$ cat config.mk
export PLATFORM = sky130hd
export DESIGN_NAME = pin_format_static_pwm_select
export DESIGN_NICKNAME = d
export VERILOG_FILES = /design/src/design/pin_fmt_pkg.sv /design/src/design/pin_format_static_pwm_select.sv
export VERILOG_INCLUDE_DIRS = /design/src /design/src/design
export SDC_FILE = /design/constraint.sdc
export NUM_CORES = 1
export LEC_CHECK = 0
export ABC_AREA = 1
export BUFFER_PORTS_ARGS = -buffer_cell sky130_fd_sc_hd__buf_4
export CAP_MARGIN = 20
export CORE_UTILIZATION = 62
export DETAILED_ROUTE_END_ITERATION = 10
export PLACE_DENSITY = 0.83
export REMOVE_ABC_BUFFERS = 1
export SLEW_MARGIN = 40
export SYNTH_ARGS = -nofsm -noshare
export SYNTH_HDL_FRONTEND = slang
export SYNTH_SLANG_ARGS = --single-unit
$ cat constraint.sdc
create_clock -name pclk -period 3.25 [get_ports pclk]
set_clock_uncertainty 0.15 [all_clocks]
set_input_delay 0.1625 -clock pclk [delete_from_list [all_inputs] [get_ports pclk]]
set_output_delay 0.1625 -clock pclk [all_outputs]
set_load 0.02 [all_outputs]
$ cat src/design/pin_fmt_params.svh
// offsets, field positions, reset values and timing counts of the pin format block
`ifndef PIN_FMT_PARAMS_SVH
`define PIN_FMT_PARAMS_SVH
`define PIN_COUNT 5
// register indices; byte address is four times the index
`define IDX_PIN_CFG 8'h4d
`define IDX_OUT_DATA 8'h4e
`define IDX_LEVELS 8'h50
`define IDX_PWM_BASE 8'h60
`define CFG_RESET 16'h0000
`define CFG_WR_MASK 16'h7ffd
`define CFG_RSVD_BIT 15
`define CFG_FMT_LSB 10
`define CFG_DIR_LSB 5
`define CFG_SRC_LSB 0
`define OUT_DATA_RESET 5'h00
`define PWM_CFG_RESET 16'h007f
`define CNT_MAX 8'hff
`define CLK_PERIOD_NS 100
`endif

$ cat src/design/pin_fmt_pkg.sv
// types shared by the pin format block
package pin_fmt_pkg;
  typedef struct packed {
    logic [1:0] time_base;
    logic [6:0] high_period;
    logic [6:0] low_period;
  } pin_pwm_cfg_t;
  typedef enum logic [1:0] {
    ph_idle = 2'b00,
    ph_low = 2'b01,
    ph_high = 2'b10
  } pwm_phase_t;
endpackage

$ cat src/design/pin_format_static_pwm_select.sv
// five-pin static/pwm format select with apb register access
//
// Function
// - reserved top bit of the pin configuration register always reads zero.
// - one read-write format bit per pin, bits 14 down to 10, reset zero.
// - format zero input pin takes its value from the static level.
// - format zero output pin on the gpio source drives static level, pwm period settings ignored.
// - format zero readback path interprets the pin by static level.
// - format one input pin value comes from decoding its pwm waveform.
// - format one output pin on the gpio source generates pwm from its low and high periods.
// - format one readback decodes pwm using the pin's own time base.
// - direction bit zero makes pin an input, one an output.
// - output data bit sets level only for plain digital outputs.
`timescale 1ns/1ps
`include "pin_fmt_params.svh"
module pin_format_static_pwm_select (
  // clock and reset
  input wire logic pclk,
  input wire logic presetn,
  // apb slave
  input wire logic psel,
  input wire logic penable,
  input wire logic pwrite,
  input wire logic [31:0] paddr,
  input wire logic [31:0] pwdata,
  output logic [31:0] prdata,
  output logic pready,
  output logic pslverr,
  // pins and alternate functions
  input wire logic [4:0] pin_in,
  input wire logic [4:0] alt_func_out,
  output logic [4:0] pin_out,
  output logic [4:0] pin_oe
);
  import pin_fmt_pkg::*;

  // ----------------------------------------------------------------
  // registers
  // ----------------------------------------------------------------
  logic [15:0] cfg_reg;
  logic [4:0] out_data_reg;
  pin_pwm_cfg_t pwm_cfg_reg [0:4];
  logic [4:0] level_reg;
  logic [31:0] prdata_reg;
  logic pready_reg;
  logic pslverr_reg;
  logic [4:0] pin_out_reg;
  logic [4:0] pin_oe_reg;
  logic [5:0] presc_reg;
  logic [4:0] in_prev_reg;
  logic [7:0] hi_cnt_reg [0:4];
  logic [7:0] lo_cnt_reg [0:4];
  logic [7:0] lo_last_reg [0:4];
  pwm_phase_t phase_reg [0:4];
  logic [6:0] gen_cnt_reg [0:4];

  wire logic [4:0] fmt = cfg_reg[`CFG_FMT_LSB +: `PIN_COUNT];
  wire logic [4:0] dir = cfg_reg[`CFG_DIR_LSB +: `PIN_COUNT];
  // pin 1 has no alternate function, so it is always the plain gpio source
  wire logic [4:0] gpio_src = cfg_reg[`CFG_SRC_LSB +: `PIN_COUNT] | 5'h02;
  wire logic [7:0] idx = paddr[9:2];
  wire logic wr_en = psel & penable & pready_reg & pwrite & ~pslverr_reg;

  // tick of the pin's time base: divide by 1, 4, 16 or 64
  function automatic logic tb_tick(input logic [5:0] presc, input logic [1:0] tb);
    logic [5:0] mask;
    mask = 6'h00;
    case (tb)
      2'b00: mask = 6'h00;
      2'b01: mask = 6'h03;
      2'b10: mask = 6'h0f;
      default: mask = 6'h3f;
    endcase
    return (presc & mask) == 6'h00;
  endfunction

  function automatic logic addr_mapped(input logic [7:0] i);
    return (i == `IDX_PIN_CFG) || (i == `IDX_OUT_DATA) || (i == `IDX_LEVELS) ||
      ((i >= `IDX_PWM_BASE) && (i < `IDX_PWM_BASE + 8'h05));
  endfunction

  function automatic logic [7:0] sat_inc(input logic [7:0] v);
    return (v == `CNT_MAX) ? v : v + 8'h01;
  endfunction

  // ----------------------------------------------------------------
  // apb slave: no wait states, answer registered from the setup cycle
  // ----------------------------------------------------------------
  always_ff @(posedge pclk or negedge presetn) begin
    if (!presetn) begin
      pready_reg <= 1'b0;
      pslverr_reg <= 1'b0;
      prdata_reg <= 32'h00000000;
    end else begin
      pready_reg <= psel & ~penable;
      if (psel && !penable) begin
        pslverr_reg <= ~addr_mapped(idx) | (paddr[1:0] != 2'b00);
        prdata_reg <= 32'h00000000;
        if (idx == `IDX_PIN_CFG) begin
          prdata_reg <= {16'h0000, cfg_reg & `CFG_WR_MASK};
        end else if (idx == `IDX_OUT_DATA) begin
          prdata_reg <= {27'h0000000, out_data_reg};
        end else if (idx == `IDX_LEVELS) begin
          prdata_reg <= {27'h0000000, level_reg};
        end else if (addr_mapped(idx)) begin
          prdata_reg <= {16'h0000, pwm_cfg_reg[3'(idx - `IDX_PWM_BASE)]};
        end
      end
    end
  end

  always_ff @(posedge pclk or negedge presetn) begin
    if (!presetn) begin
      cfg_reg <= `CFG_RESET;
      out_data_reg <= `OUT_DATA_RESET;
      for (int n = 0; n < `PIN_COUNT; n++) begin
        pwm_cfg_reg[n] <= `PWM_CFG_RESET;
      end
    end else if (wr_en) begin
      if (idx == `IDX_PIN_CFG) begin
        cfg_reg <= pwdata[15:0] & `CFG_WR_MASK;
      end else if (idx == `IDX_OUT_DATA) begin
        out_data_reg <= pwdata[4:0];
      end else if (idx >= `IDX_PWM_BASE) begin
        pwm_cfg_reg[3'(idx - `IDX_PWM_BASE)] <= pwdata[15:0];
      end
    end
  end

  // ----------------------------------------------------------------
  // input decoding, shared by input pins and output readback
  // ----------------------------------------------------------------
  always_ff @(posedge pclk or negedge presetn) begin
    if (!presetn) begin
      presc_reg <= 6'h00;
      in_prev_reg <= 5'h00;
      level_reg <= 5'h00;
      for (int n = 0; n < `PIN_COUNT; n++) begin
        hi_cnt_reg[n] <= 8'h00;
        lo_cnt_reg[n] <= 8'h00;
        lo_last_reg[n] <= 8'h00;
      end
    end else begin
      presc_reg <= presc_reg + 6'h01;
      in_prev_reg <= pin_in;
      for (int n = 0; n < `PIN_COUNT; n++) begin
        if (!fmt[n]) begin
          level_reg[n] <= pin_in[n];
          hi_cnt_reg[n] <= 8'h00;
          lo_cnt_reg[n] <= 8'h00;
        end else begin
          // a cycle counts as high when the high part outlasts the low part
          if (in_prev_reg[n] && !pin_in[n]) begin
            level_reg[n] <= hi_cnt_reg[n] > lo_last_reg[n];
            lo_cnt_reg[n] <= 8'h00;
          end else if (!in_prev_reg[n] && pin_in[n]) begin
            lo_last_reg[n] <= lo_cnt_reg[n];
            hi_cnt_reg[n] <= 8'h00;
          end else if (tb_tick(presc_reg, pwm_cfg_reg[n].time_base)) begin
            if (pin_in[n]) begin
              hi_cnt_reg[n] <= sat_inc(hi_cnt_reg[n]);
            end else begin
              lo_cnt_reg[n] <= sat_inc(lo_cnt_reg[n]);
            end
          end
        end
      end
    end
  end

  // ----------------------------------------------------------------
  // pwm generation; a period of zero is stretched to one tick
  // ----------------------------------------------------------------
  always_ff @(posedge pclk or negedge presetn) begin
    if (!presetn) begin
      for (int n = 0; n < `PIN_COUNT; n++) begin
        phase_reg[n] <= ph_idle;
        gen_cnt_reg[n] <= 7'h00;
      end
    end else begin
      for (int n = 0; n < `PIN_COUNT; n++) begin
        if (!(fmt[n] && dir[n] && gpio_src[n])) begin
          phase_reg[n] <= ph_idle;
          gen_cnt_reg[n] <= 7'h00;
        end else begin
          case (phase_reg[n])
            ph_idle: begin
              phase_reg[n] <= ph_low;
              gen_cnt_reg[n] <= 7'h00;
            end
            ph_low: begin
              if (tb_tick(presc_reg, pwm_cfg_reg[n].time_base)) begin
                if (gen_cnt_reg[n] + 7'h01 >= pwm_cfg_reg[n].low_period) begin
                  phase_reg[n] <= ph_high;
                  gen_cnt_reg[n] <= 7'h00;
                end else begin
                  gen_cnt_reg[n] <= gen_cnt_reg[n] + 7'h01;
                end
              end
            end
            ph_high: begin
              if (tb_tick(presc_reg, pwm_cfg_reg[n].time_base)) begin
                if (gen_cnt_reg[n] + 7'h01 >= pwm_cfg_reg[n].high_period) begin
                  phase_reg[n] <= ph_low;
                  gen_cnt_reg[n] <= 7'h00;
                end else begin
                  gen_cnt_reg[n] <= gen_cnt_reg[n] + 7'h01;
                end
              end
            end
            default: phase_reg[n] <= ph_idle;
          endcase
        end
      end
    end
  end

  // ----------------------------------------------------------------
  // pin drivers
  // ----------------------------------------------------------------
  always_ff @(posedge pclk or negedge presetn) begin
    if (!presetn) begin
      pin_out_reg <= 5'h00;
      pin_oe_reg <= 5'h00;
    end else begin
      pin_oe_reg <= dir;
      for (int n = 0; n < `PIN_COUNT; n++) begin
        if (!dir[n]) begin
          pin_out_reg[n] <= 1'b0;
        end else if (!gpio_src[n]) begin
          pin_out_reg[n] <= alt_func_out[n];
        end else if (fmt[n]) begin
          pin_out_reg[n] <= phase_reg[n] == ph_high;
        end else begin
          pin_out_reg[n] <= out_data_reg[n];
        end
      end
    end
  end

  assign prdata = prdata_reg;
  assign pready = pready_reg;
  assign pslverr = pslverr_reg;
  assign pin_out = pin_out_reg;
  assign pin_oe = pin_oe_reg;
endmodule

# Word-level counts from Yosys, hierarchy flattened
# Index checks and enable logic that the tools add are counted.
# classes
eq_ne,103
n_mul,0
bitwise_logic,32
add_sub_neg,17
div,0
n_reduce_logical,90
shifts,0
magnitude_cmp,19
n_mux,194
# op_table
op,count
8-bit two-way mux,60
6-bit two-way mux,35
7-bit two-way mux,25
3-bit inequality test (second input constant),35
7-bit case mux with 3 select lines,5
16-bit two-way mux,6
6-bit bitwise AND,15
6-bit logical NOT,15
6-bit case mux with 3 select lines,5
8-bit by 1-bit adder with 8-bit output (second input constant),10
80-bit bitwise mux,1
8-bit == test (second input constant),10
7-bit >= comparator,10
4-bit AND reduction,16
2-bit two-way mux,25
16-bit binary-select mux with 3-bit select,1
16-bit demux with 3-bit select,1
8-bit greater-than comparator,5
7-bit by 1-bit adder with 7-bit output (second input constant),5
3-bit AND reduction,11
32-bit two-way mux,1
3-bit by 1-bit inequality test with 1-bit output (second input constant),10
3-bit by 2-bit inequality test with 1-bit output (second input constant),10
2-bit case mux with 3 select lines,5
23 further kinds,133
# word_totals
mem_bits_ro,0
regBits,324
out_inout_bits,44
ram_bits,0
in_bits,79
memories,0
latch_bits,0
elab_cells,509

# Logic depth before layout (Yosys ltp)
# Gate-level depths: netlist of the first run.
# depth
word_depth,11
depth_mapped,14

# Worst setup path after synthesis of the first run
# Ideal clock, no wire load.
# synth_path
path_kind,register -> register
from,register gen_cnt_reg[14] in the netlist's numbering
to,register phase_reg[4] in the netlist's numbering
arrival_ns,2.102
setup_ns,0.117
path_slack_ns,0.882
stages_incl_launch_ff,14
path_cell_list,dfrtp_1 > ha_1 > nand3_1 > nand3b_1 > xnor2_1 > ha_1 > nand2_1 > nand2_1 > nor3b_1 > nand2_1 > nand2_1 > nand2_1 > nand3_1 > nand2_1
# synth_via
elab_chain_len,4
# synth_rtl
item,line,text
start: declaration,pin_format_static_pwm_select.sv:55,logic [6:0] gen_cnt_reg [0:4];
start signal: indexed assignment,pin_format_static_pwm_select.sv:197,gen_cnt_reg[n] <= gen_cnt_reg[n] + 7'h01;
start signal: indexed assignment,pin_format_static_pwm_select.sv:207,gen_cnt_reg[n] <= gen_cnt_reg[n] + 7'h01;
7-bit by 1-bit adder with 7-bit output *,"pin_format_static_pwm_select.sv:193, pin_format_static_pwm_select.sv:203",
7-bit >= comparator (on tied branches),"pin_format_static_pwm_select.sv:203, pin_format_static_pwm_select.sv:193",
3-bit inequality test (no source line),-,
4-bit AND reduction (no source line) *,-,
end signal: indexed assignment,pin_format_static_pwm_select.sv:194,phase_reg[n] <= ph_high;
end signal: indexed assignment,pin_format_static_pwm_select.sv:204,phase_reg[n] <= ph_low;
end signal: indexed assignment,pin_format_static_pwm_select.sv:211,default: phase_reg[n] <= ph_idle;
end: declaration,pin_format_static_pwm_select.sv:54,pwm_phase_t phase_reg [0:4];
# Mark *: on every way between the ends. The rest lies on a longest branch, timed or not.
# A chain may end at the register's enable or synchronous reset.

# Worst setup path after layout of the first run
# layout_path
from,register gen_cnt_reg[7] in the netlist's numbering
to,register phase_reg[3] in the netlist's numbering
# The elaborated chain is that of the path after synthesis.

==> flow_metrics.py, run 1 <==
metrics = {
    "synthesis": {
        "ys_seq_elements": 308,
        "synth-seq-area-share": 0.419,
        "synth_cells": 2434,
        "avgSynthCellArea_um2": 7.61,
        "syn_area_um2": 18500,
        "yosysWarningCount": 0,
        "synth_area_leaders": "dfrtp_1 37%, nand2_1 13%, ha_1 9.9%, inv_1 7.2%, o21ai_0 6.1%",
        "synth_area_leader_cell": "dfrtp_1",
        "synthDistinctLibCells": 47,
        "yosys.area.top_type_share": 0.369,
    },
    "setup_path": {
        "cpMostUsedCell": "nand2_1",
        "critPathBufInv": 0,
        "path_cells": "ha_1 -> nand3_1 -> nand3b_1 -> xnor2_1 -> ha_1 -> nand2_1 -> nand2_1 -> nor3b_1 -> nand2_1 -> nand2_1 -> nand2_1 -> nand2_1 -> nand2_1 -> nand2_1",
        "crit_fanout": 6,
        "crit_path_max_incr_delay_ns": 0.47,
        "ff2ff_setup_slack_ns": 0.37,
        "critPathTopFamily": "simple AND/OR/NAND/NOR gates",
        "reg2reg_depth": 14,
        "path_class": "flop to flop",
        "cp.arrival_ns": 3.19,
        "required_ns": 3.56,
        "cp-start-kind": "flop",
        "timing.rr.start": "gen_cnt_reg[7]$_DFFE_PN0P_",
        "r2r_end": "phase_reg[3]$_DFFE_PN0P_",
        "crit_path_top_delay_cell": "dfrtp_1",
        "setup.worst_path.end_class": "flop",
    },
    "sta": {
        "hold_viol_final": 0,
        "finalCritPeriodShare": 0.885,
        "hold_ws_ns": 0.0662,
        "max_slew_margin": 0.496,
        "rsz0062_at_grt": "no",
        "setup_tns_ns": 0,
        "worst_pin_slew_ns": 0.756,
        "setup_ws_ns": 0.374,
        "setup_viol": 0,
        "drv_slew": 0,
        "fmax_mhz": 348,
        "min_period_ns": 2.88,
    },
    "clock_tree": {
        "insertion_delay_ns": 0.54,
        "post_cts.repair.setup_buffers": 0,
        "cts.clk_slew.worst_paths_ns": 0.06,
        "clk_path_buf_depth": 3,
        "htree_levels": 2,
        "cts_inserted_buffers": 36,
        "cts_tree": "yes",
        "cts-root-buf": "clkbuf_16",
        "cts.sinks": 308,
    },
    "final_layout": {
        "final_layout_size_suffix_gt1_frac": 0.0881,
        "nNetsFinal": 2752,
        "instances_no_fill": 2938,
        "final_cell_area_um2": 20800,
        "utilization": 0.718,
        "largest_reg_flops": 80,
        "syn_to_final_growth_pct": 12.5,
        "antenna_cells": 0,
    },
    "global_route": {
        "antenna_found_initial": 0,
        "track_usage": 0.319,
        "grt_first_pass_wirelength_mm": 78.6,
        "grt_max_degree": 94,
        "overflow": 0,
        "grt_pass1_vias": 16100,
    },
    "routing": {
        "dr.pass1.iters": 6,
        "dr.first_iter.drc_count": 1339,
        "drc": 0,
        "vias": 16600,
        "finalWirelength_mm": 47.7,
        "wire_per_inst_um": 16.2,
        "avgViaCountPerCell": 5.66,
        "drtAntennaViolNets": 0,
    },
    "power_and_ir_drop": {
        "finalPower_mw": 8.46,
        "powerDensity_nw_per_um2": 406,
        "power_leakage_nw": 10.2,
        "vdd_drop_max_v": 0.000429,
    },
    "floorplanning": {
        "ios": 123,
        "dieWidth_um": 175,
        "core-area_um2": 29000,
        "rows": 62,
        "dieArea_um2": 30600,
        "start_util": 0.638,
        "dieHeight_um": 175,
    },
    "job": {
        "drv_cap": 0,
    },
    "hold_path": {
        "hold_class": "input port to flop",
        "hold_end": "pwm_cfg_reg[68]$_DFFE_PN1P_",
        "holdPathStages": 3,
        "hold_start": "pwdata[4]",
    },
    "placement": {
        "preCtsSetupSlack_ns": 0.425,
        "dpl.hpwl_mm": 34.0,
        "globalplace.congestion": 0.926,
        "io_buffers": 67,
        "dp.cells": 2843,
        "placedInstanceArea_um2": 19300,
    },
    "outcome": {
        "status": "finished clean",
    },
}
[tightest hold or removal path: stages]
cell and delay (ns):
buf_4 0.08, inv_1 0.23, o21ai_0 0.25
[power breakdown]
part / leakage, nW / internal (mW) / switching (mW)
logic: 5.55 / 0.134 / 0.298
registers: 4.09 / 3.87 / 0.0235
clock network: 0.604 / 2.49 / 1.65
total: 10.2 / 6.49 / 1.97
[what timing repair did]
item	4_1_cts	5_1_grt
hold buffers	30	0
endpoints found under the hold margin	201	0
gates resized for setup	0	0
[cells in the final DEF, fill, tap and decap left out, types with 5 or more instances in the layout]
cell type and count:
clkbuf_8 14, o22ai_1 7, nand3_1 128, nor3b_1 6, o21ai_2 7, nor3_1 43
dlygate4sd3_1 30, a22oi_1 9, conb_1 16, nand3b_1 19, a21oi_2 5, o21ai_0 227
o21ai_1 30, dfstp_2 35, a21oi_1 68, nand2_1 636, nor2_2 10, clkbuf_16 37
xor2_1 26, nand4_1 50, buf_4 77, inv_1 354, clkbuf_1 7, nor4_1 14
o211ai_1 12, a31oi_1 6, dfrtp_1 273, xnor2_1 10, inv_2 6, ha_1 146
nor2_1 196, nand2_2 11
[how the worst max path moves through the flow]
stage | startpoint | end | slack (ns) | cells past startpoint
floorplan | gen_cnt_reg[14]$_DFFE_PN0P_ | phase_reg[4]$_DFFE_PN0P_ | 0.88 | 13
global placement | gen_cnt_reg[28]$_DFFE_PN0P_ | phase_reg[9]$_DFFE_PN0P_ | 0.59 | 14
finish | gen_cnt_reg[7]$_DFFE_PN0P_ | phase_reg[3]$_DFFE_PN0P_ | 0.37 | 14
global route | gen_cnt_reg[14]$_DFFE_PN0P_ | phase_reg[5]$_DFFE_PN0P_ | 0.16 | 14
detailed placement | gen_cnt_reg[14]$_DFFE_PN0P_ | phase_reg[4]$_DFFE_PN0P_ | 0.43 | 14
CTS | gen_cnt_reg[14]$_DFFE_PN0P_ | phase_reg[4]$_DFFE_PN0P_ | 0.41 | 14
[metal layers]
metal | up-vias | wire length [µm] | share of wire | global-route usage
li1 | 8009 | - | - | -
met1 | 7866 | 20000 | 0.42 | 0.421
met2 | 645 | 22600 | 0.47 | 0.533
met3 | 105 | 3750 | 0.079 | 0.0527
met4 | 0 | 1400 | 0.029 | 0.110
met5 | - | 0 | 0 | 0
[Yosys cell counts, drive strengths merged]
library cell and instances:
o21bai 3, conb 1, o22ai 7, nand3 131
a21boi 1, or2 6, buf 37, dfrtp 273
ha 146, nor2 208, o2111ai 1, nor3 44
nand4 50, clkbuf 34, xnor2 10, a31oi 6
o21ai 264, o211ai 12, nor4 14, nor3b 6
nor2b 2, a22oi 9, inv 361, a21oi 73
nand2 648, dfstp 35, nand3b 19, xor2 26
a21o 4, clkinv 3
[cell type report]
| type | instances | area, µm² |
|---|---|---|
| Clock buffer | 58 | 1140 |
| Clock inverter | 7 | 67.6 |
| Fill cell | 2225 | 8170 |
| Inverter | 364 | 1370 |
| Multi-Input combinational cell | 1706 | 9070 |
| Sequential cell | 308 | 7750 |
| Tap cell | 384 | 480 |
| Timing Repair Buffer | 111 | 953 |
[kinds of logic after synthesis]
group	synth area share
other cells	0.000203
buf+inv	0.0949
fa+ha+maj	0.0987
flops	0.419
compound gates	0.110
simple gates	0.260
xor+xnor	0.0170
(Power assumes the default switching activity.)
==> run 2, diff against run 1 <==
Settings changed: ABC_AREA 1 to 0, CORE_UTILIZATION 62 to 61, PLACE_DENSITY 0.83 to 0.82.
==> run 2 against run 1 <==
Net effect:
- area after synthesis fell by 5.7%
- first-iteration DRC count fell by 4.0%
- synthesized cell count fell by 30%
- power fell by 1.0%
- design area fell by 4.7%
- largest power group is now sequential cells
- clock power fell by 5%
- global-route usage fell by 2.7 points
- sequential power rose by 1%
==> flow_metrics.py, run 2 <==
metrics = {
    "outcome": {
        "status": "finished clean",
    },
    "setup_path": {
        "crit_path_top_delay_cell": "dfrtp_2",
        "path_cells": "ha_2 -> nand3_1 -> xnor2_2 -> ha_1 -> a21o_1 -> a2111oi_1 -> o21ai_1 -> and3_1 -> nor3b_1 -> buf_4 -> nand2_1 -> o21ai_0",
        "cp.arrival_ns": 3.37,
        "path_class": "flop to flop",
        "cp-start-kind": "flop",
        "crit_fanout": 7,
        "required_ns": 3.53,
        "setup.worst_path.end_class": "flop",
        "crit_path_max_incr_delay_ns": 0.41,
    },
    "routing": {
        "wire_per_inst_um": 18.6,
        "dr.first_iter.drc_count": 1286,
        "vias": 13400,
        "dr.pass1.iters": 8,
        "drc": 0,
        "avgViaCountPerCell": 6.02,
        "drtAntennaViolNets": 0,
        "finalWirelength_mm": 41.4,
    },
    "synthesis": {
        "netlist_top_cells_count": "273 x dfrtp_1, 146 x ha_1, 140 x nor2_1",
        "yosysMostFrequentCell": "dfrtp_1",
        "synth_cells": 1710,
        "synth_area_leader_cell": "dfrtp_1",
        "yosys.area.top_type_share": 0.391,
        "ys.flop_type": "dfrtp_1",
        "avgSynthCellArea_um2": 10.2,
        "ys_seq_elements": 308,
        "async_flop_share": 1.00,
        "synth_area_leaders": "dfrtp_1 39%, ha_1 10%, mux2_2 8.3%, dfstp_2 5.3%, nor2_1 3.0%",
        "syn_area_um2": 17500,
        "synthDistinctLibCells": 67,
        "synth-seq-area-share": 0.444,
        "synth_edf_count": 0,
        "yosysWarningCount": 0,
    },
    "clock_tree": {
        "cts.clk_slew.worst_paths_ns": 0.06,
        "insertion_delay_ns": 0.54,
        "cts_tree": "yes",
        "cts_inserted_buffers": 35,
        "cts.sinks": 308,
        "clk_path_buf_depth": 3,
        "htree_levels": 2,
        "cts-root-buf": "clkbuf_16",
        "post_cts.repair.setup_buffers": 0,
    },
    "floorplanning": {
        "ios": 123,
        "dieHeight_um": 171,
        "start_util": 0.625,
        "core-area_um2": 27900,
        "dieArea_um2": 29300,
        "dieWidth_um": 171,
        "rows": 61,
    },
    "sta": {
        "rsz0062_at_grt": "no",
        "drv_slew": 0,
        "fmax_mhz": 324,
        "finalCritPeriodShare": 0.949,
        "max_slew_margin": 0.444,
        "min_period_ns": 3.08,
        "hold_viol_final": 0,
        "setup_ws_ns": 0.167,
        "setup_viol": 0,
        "worst_pin_slew_ns": 0.831,
        "setup_tns_ns": 0,
    },
    "global_route": {
        "grt_pass1_vias": 13200,
        "track_usage": 0.292,
        "overflow": 0,
        "grt_first_pass_wirelength_mm": 67.3,
        "grt_max_degree": 85,
        "antenna_found_initial": 0,
    },
    "final_layout": {
        "final_layout_size_suffix_gt1_frac": 0.179,
        "antenna_cells": 0,
        "multiInputGateArea_um2": 9000,
        "syn_to_final_growth_pct": 13.8,
        "nNetsFinal": 2044,
        "mostFrequentLayoutCells": "272 x dfrtp_1, 145 x ha_1, 140 x nor2_1",
        "largest_reg_flops": 80,
        "nFillCells": 1978,
        "layout_commonest_cell": "dfrtp_1",
        "regArea_um2": 7750,
    },
    "power_and_ir_drop": {
        "powerDensity_nw_per_um2": 422,
        "vdd_drop_max_v": 0.000370,
        "comb_power_share": 0.059,
        "intPower_mw": 6.41,
        "power_leakage_nw": 9.52,
        "power_frac_seq": 0.471,
        "clkPwrFrac": 0.470,
        "switching_power_mw": 1.96,
        "swShare": 0.234,
    },
    "job": {
        "drv_cap": 0,
    },
    "hold_path": {
        "hold_class": "input port to flop",
    },
    "placement": {
        "globalplace.congestion": 0.897,
        "io_buffers": 67,
        "dpl.hpwl_mm": 29.6,
        "preCtsSetupSlack_ns": 0.0891,
    },
}
[run 2: changes by cell type in the layout (fill, tap and decap cells not counted), moves of 21 or more]
| cell | previous run | this run |
|---|---|---|
| nand2b_1 | 0 | 30 |
| xor2_1 | 26 | 54 |
| inv_1 | 354 | 131 |
| nand2_1 | 636 | 131 |
| nor3_1 | 43 | 18 |
| and3_1 | 0 | 30 |
| nand3_1 | 128 | 78 |
| o21ai_0 | 227 | 88 |
| nor2_1 | 196 | 140 |
| mux2i_1 | 0 | 49 |
| o21ai_1 | 30 | 9 |
| mux2_2 | 0 | 128 |
[run 2: cell type report]
type / count / share of cell area
multi-input cells: 1228 / 0.453
clock inverters: 11 / 0.00510
clock buffers: 53 / 0.0531
repair buffers: 115 / 0.0497
well taps: 378 / 0.0238
flip-flops and latches: 308 / 0.390
inverters: 131 / 0.0248
[run 2: routing by layer]
metal  wire length, µm  global-route usage  vias up
met5                 0                   0        -
met4              1980               0.138        0
met3              2530              0.0349      130
met2             19800               0.484      476
met1             17100               0.382     6568
li1                  -                   -     6223
[run 2: cells by family (layout without fill, tap and decap cells)]
group / after synthesis / count (layout) / share of synthesized area
fa+ha+maj: 146 / 146 / 0.105
compound gates: 279 / 279 / 0.104
buf+inv: 189 / 310 / 0.0453
xor+xnor: 86 / 86 / 0.0432
flops: 308 / 308 / 0.444
other cells: 1 / 16 / 0.000215
simple gates: 522 / 522 / 0.146
mux: 179 / 179 / 0.113
[run 2: path summary, 6_finish.rpt]
| path | from | endpoint | slack, ns | depth (start not counted) |
|---|---|---|---|---|
| max in group asynchronous | presetn | pin_oe[0]$_DFF_PN0_ | 1.95 | 3 |
| min | paddr[4] | prdata[15]$_DFFE_PN0P_ | 0.07 | 3 |
| max reg2reg | gen_cnt_reg[28]$_DFFE_PN0P_ | gen_cnt_reg[28]$_DFFE_PN0P_ | 0.17 | 12 |
| min reg2reg | cfg_reg[7]$_DFFE_PN0P_ | pin_oe[2]$_DFF_PN0_ | 0.33 | 0 |
| max | gen_cnt_reg[28]$_DFFE_PN0P_ | gen_cnt_reg[28]$_DFFE_PN0P_ | 0.17 | 12 |
| min in group asynchronous | presetn | hi_cnt_reg[21]$_DFFE_PN0P_ | 0.09 | 2 |
[run 2: critical path, delay by kind of cell, from the launching register on]
family	cells	cell delay, ns
buf+inv	1	0.19
compound gates	4	0.89
flops	1	0.41
simple gates	4	0.61
fa+ha+maj	2	0.52
xor+xnor	1	0.22
[run 2: power by group through the flow]
stage / clock (mW) / sequential, mW / combinational, mW
detailed placement: 0 / 4.01 / 0.461
CTS: 3.99 / 3.94 / 0.493
global placement: 0 / 4.00 / 0.446
finish: 3.94 / 3.94 / 0.493
floorplan: 0 / 4.00 / 0.204
global route: 4.14 / 3.95 / 0.541
[run 2: what timing repair did]
action                                 4_1_cts  5_1_grt
gates resized for setup                      1        7
setup endpoints to repair                    1       15
endpoints found under the hold margin      220        0
hold buffers                                31        0
[run 2: metrics by stage]
stage | utilization | area (µm²) | total power, mW | cells | hold slack (ns)
2_1_floorplan | - | 17200 | 4.20 | 1667 | -0.283
3_3_place_gp | 0.657 | 18400 | 4.45 | 2129 | 0.0556
3_5_place_dp | 0.657 | 18400 | 4.47 | 2129 | 0.0626
4_1_cts | 0.710 | 19800 | 8.43 | 2224 | 0.0643
5_1_grt | 0.711 | 19900 | 8.62 | 2224 | 0.116
6_report | 0.711 | 19900 | 8.37 | 2224 | 0.0749
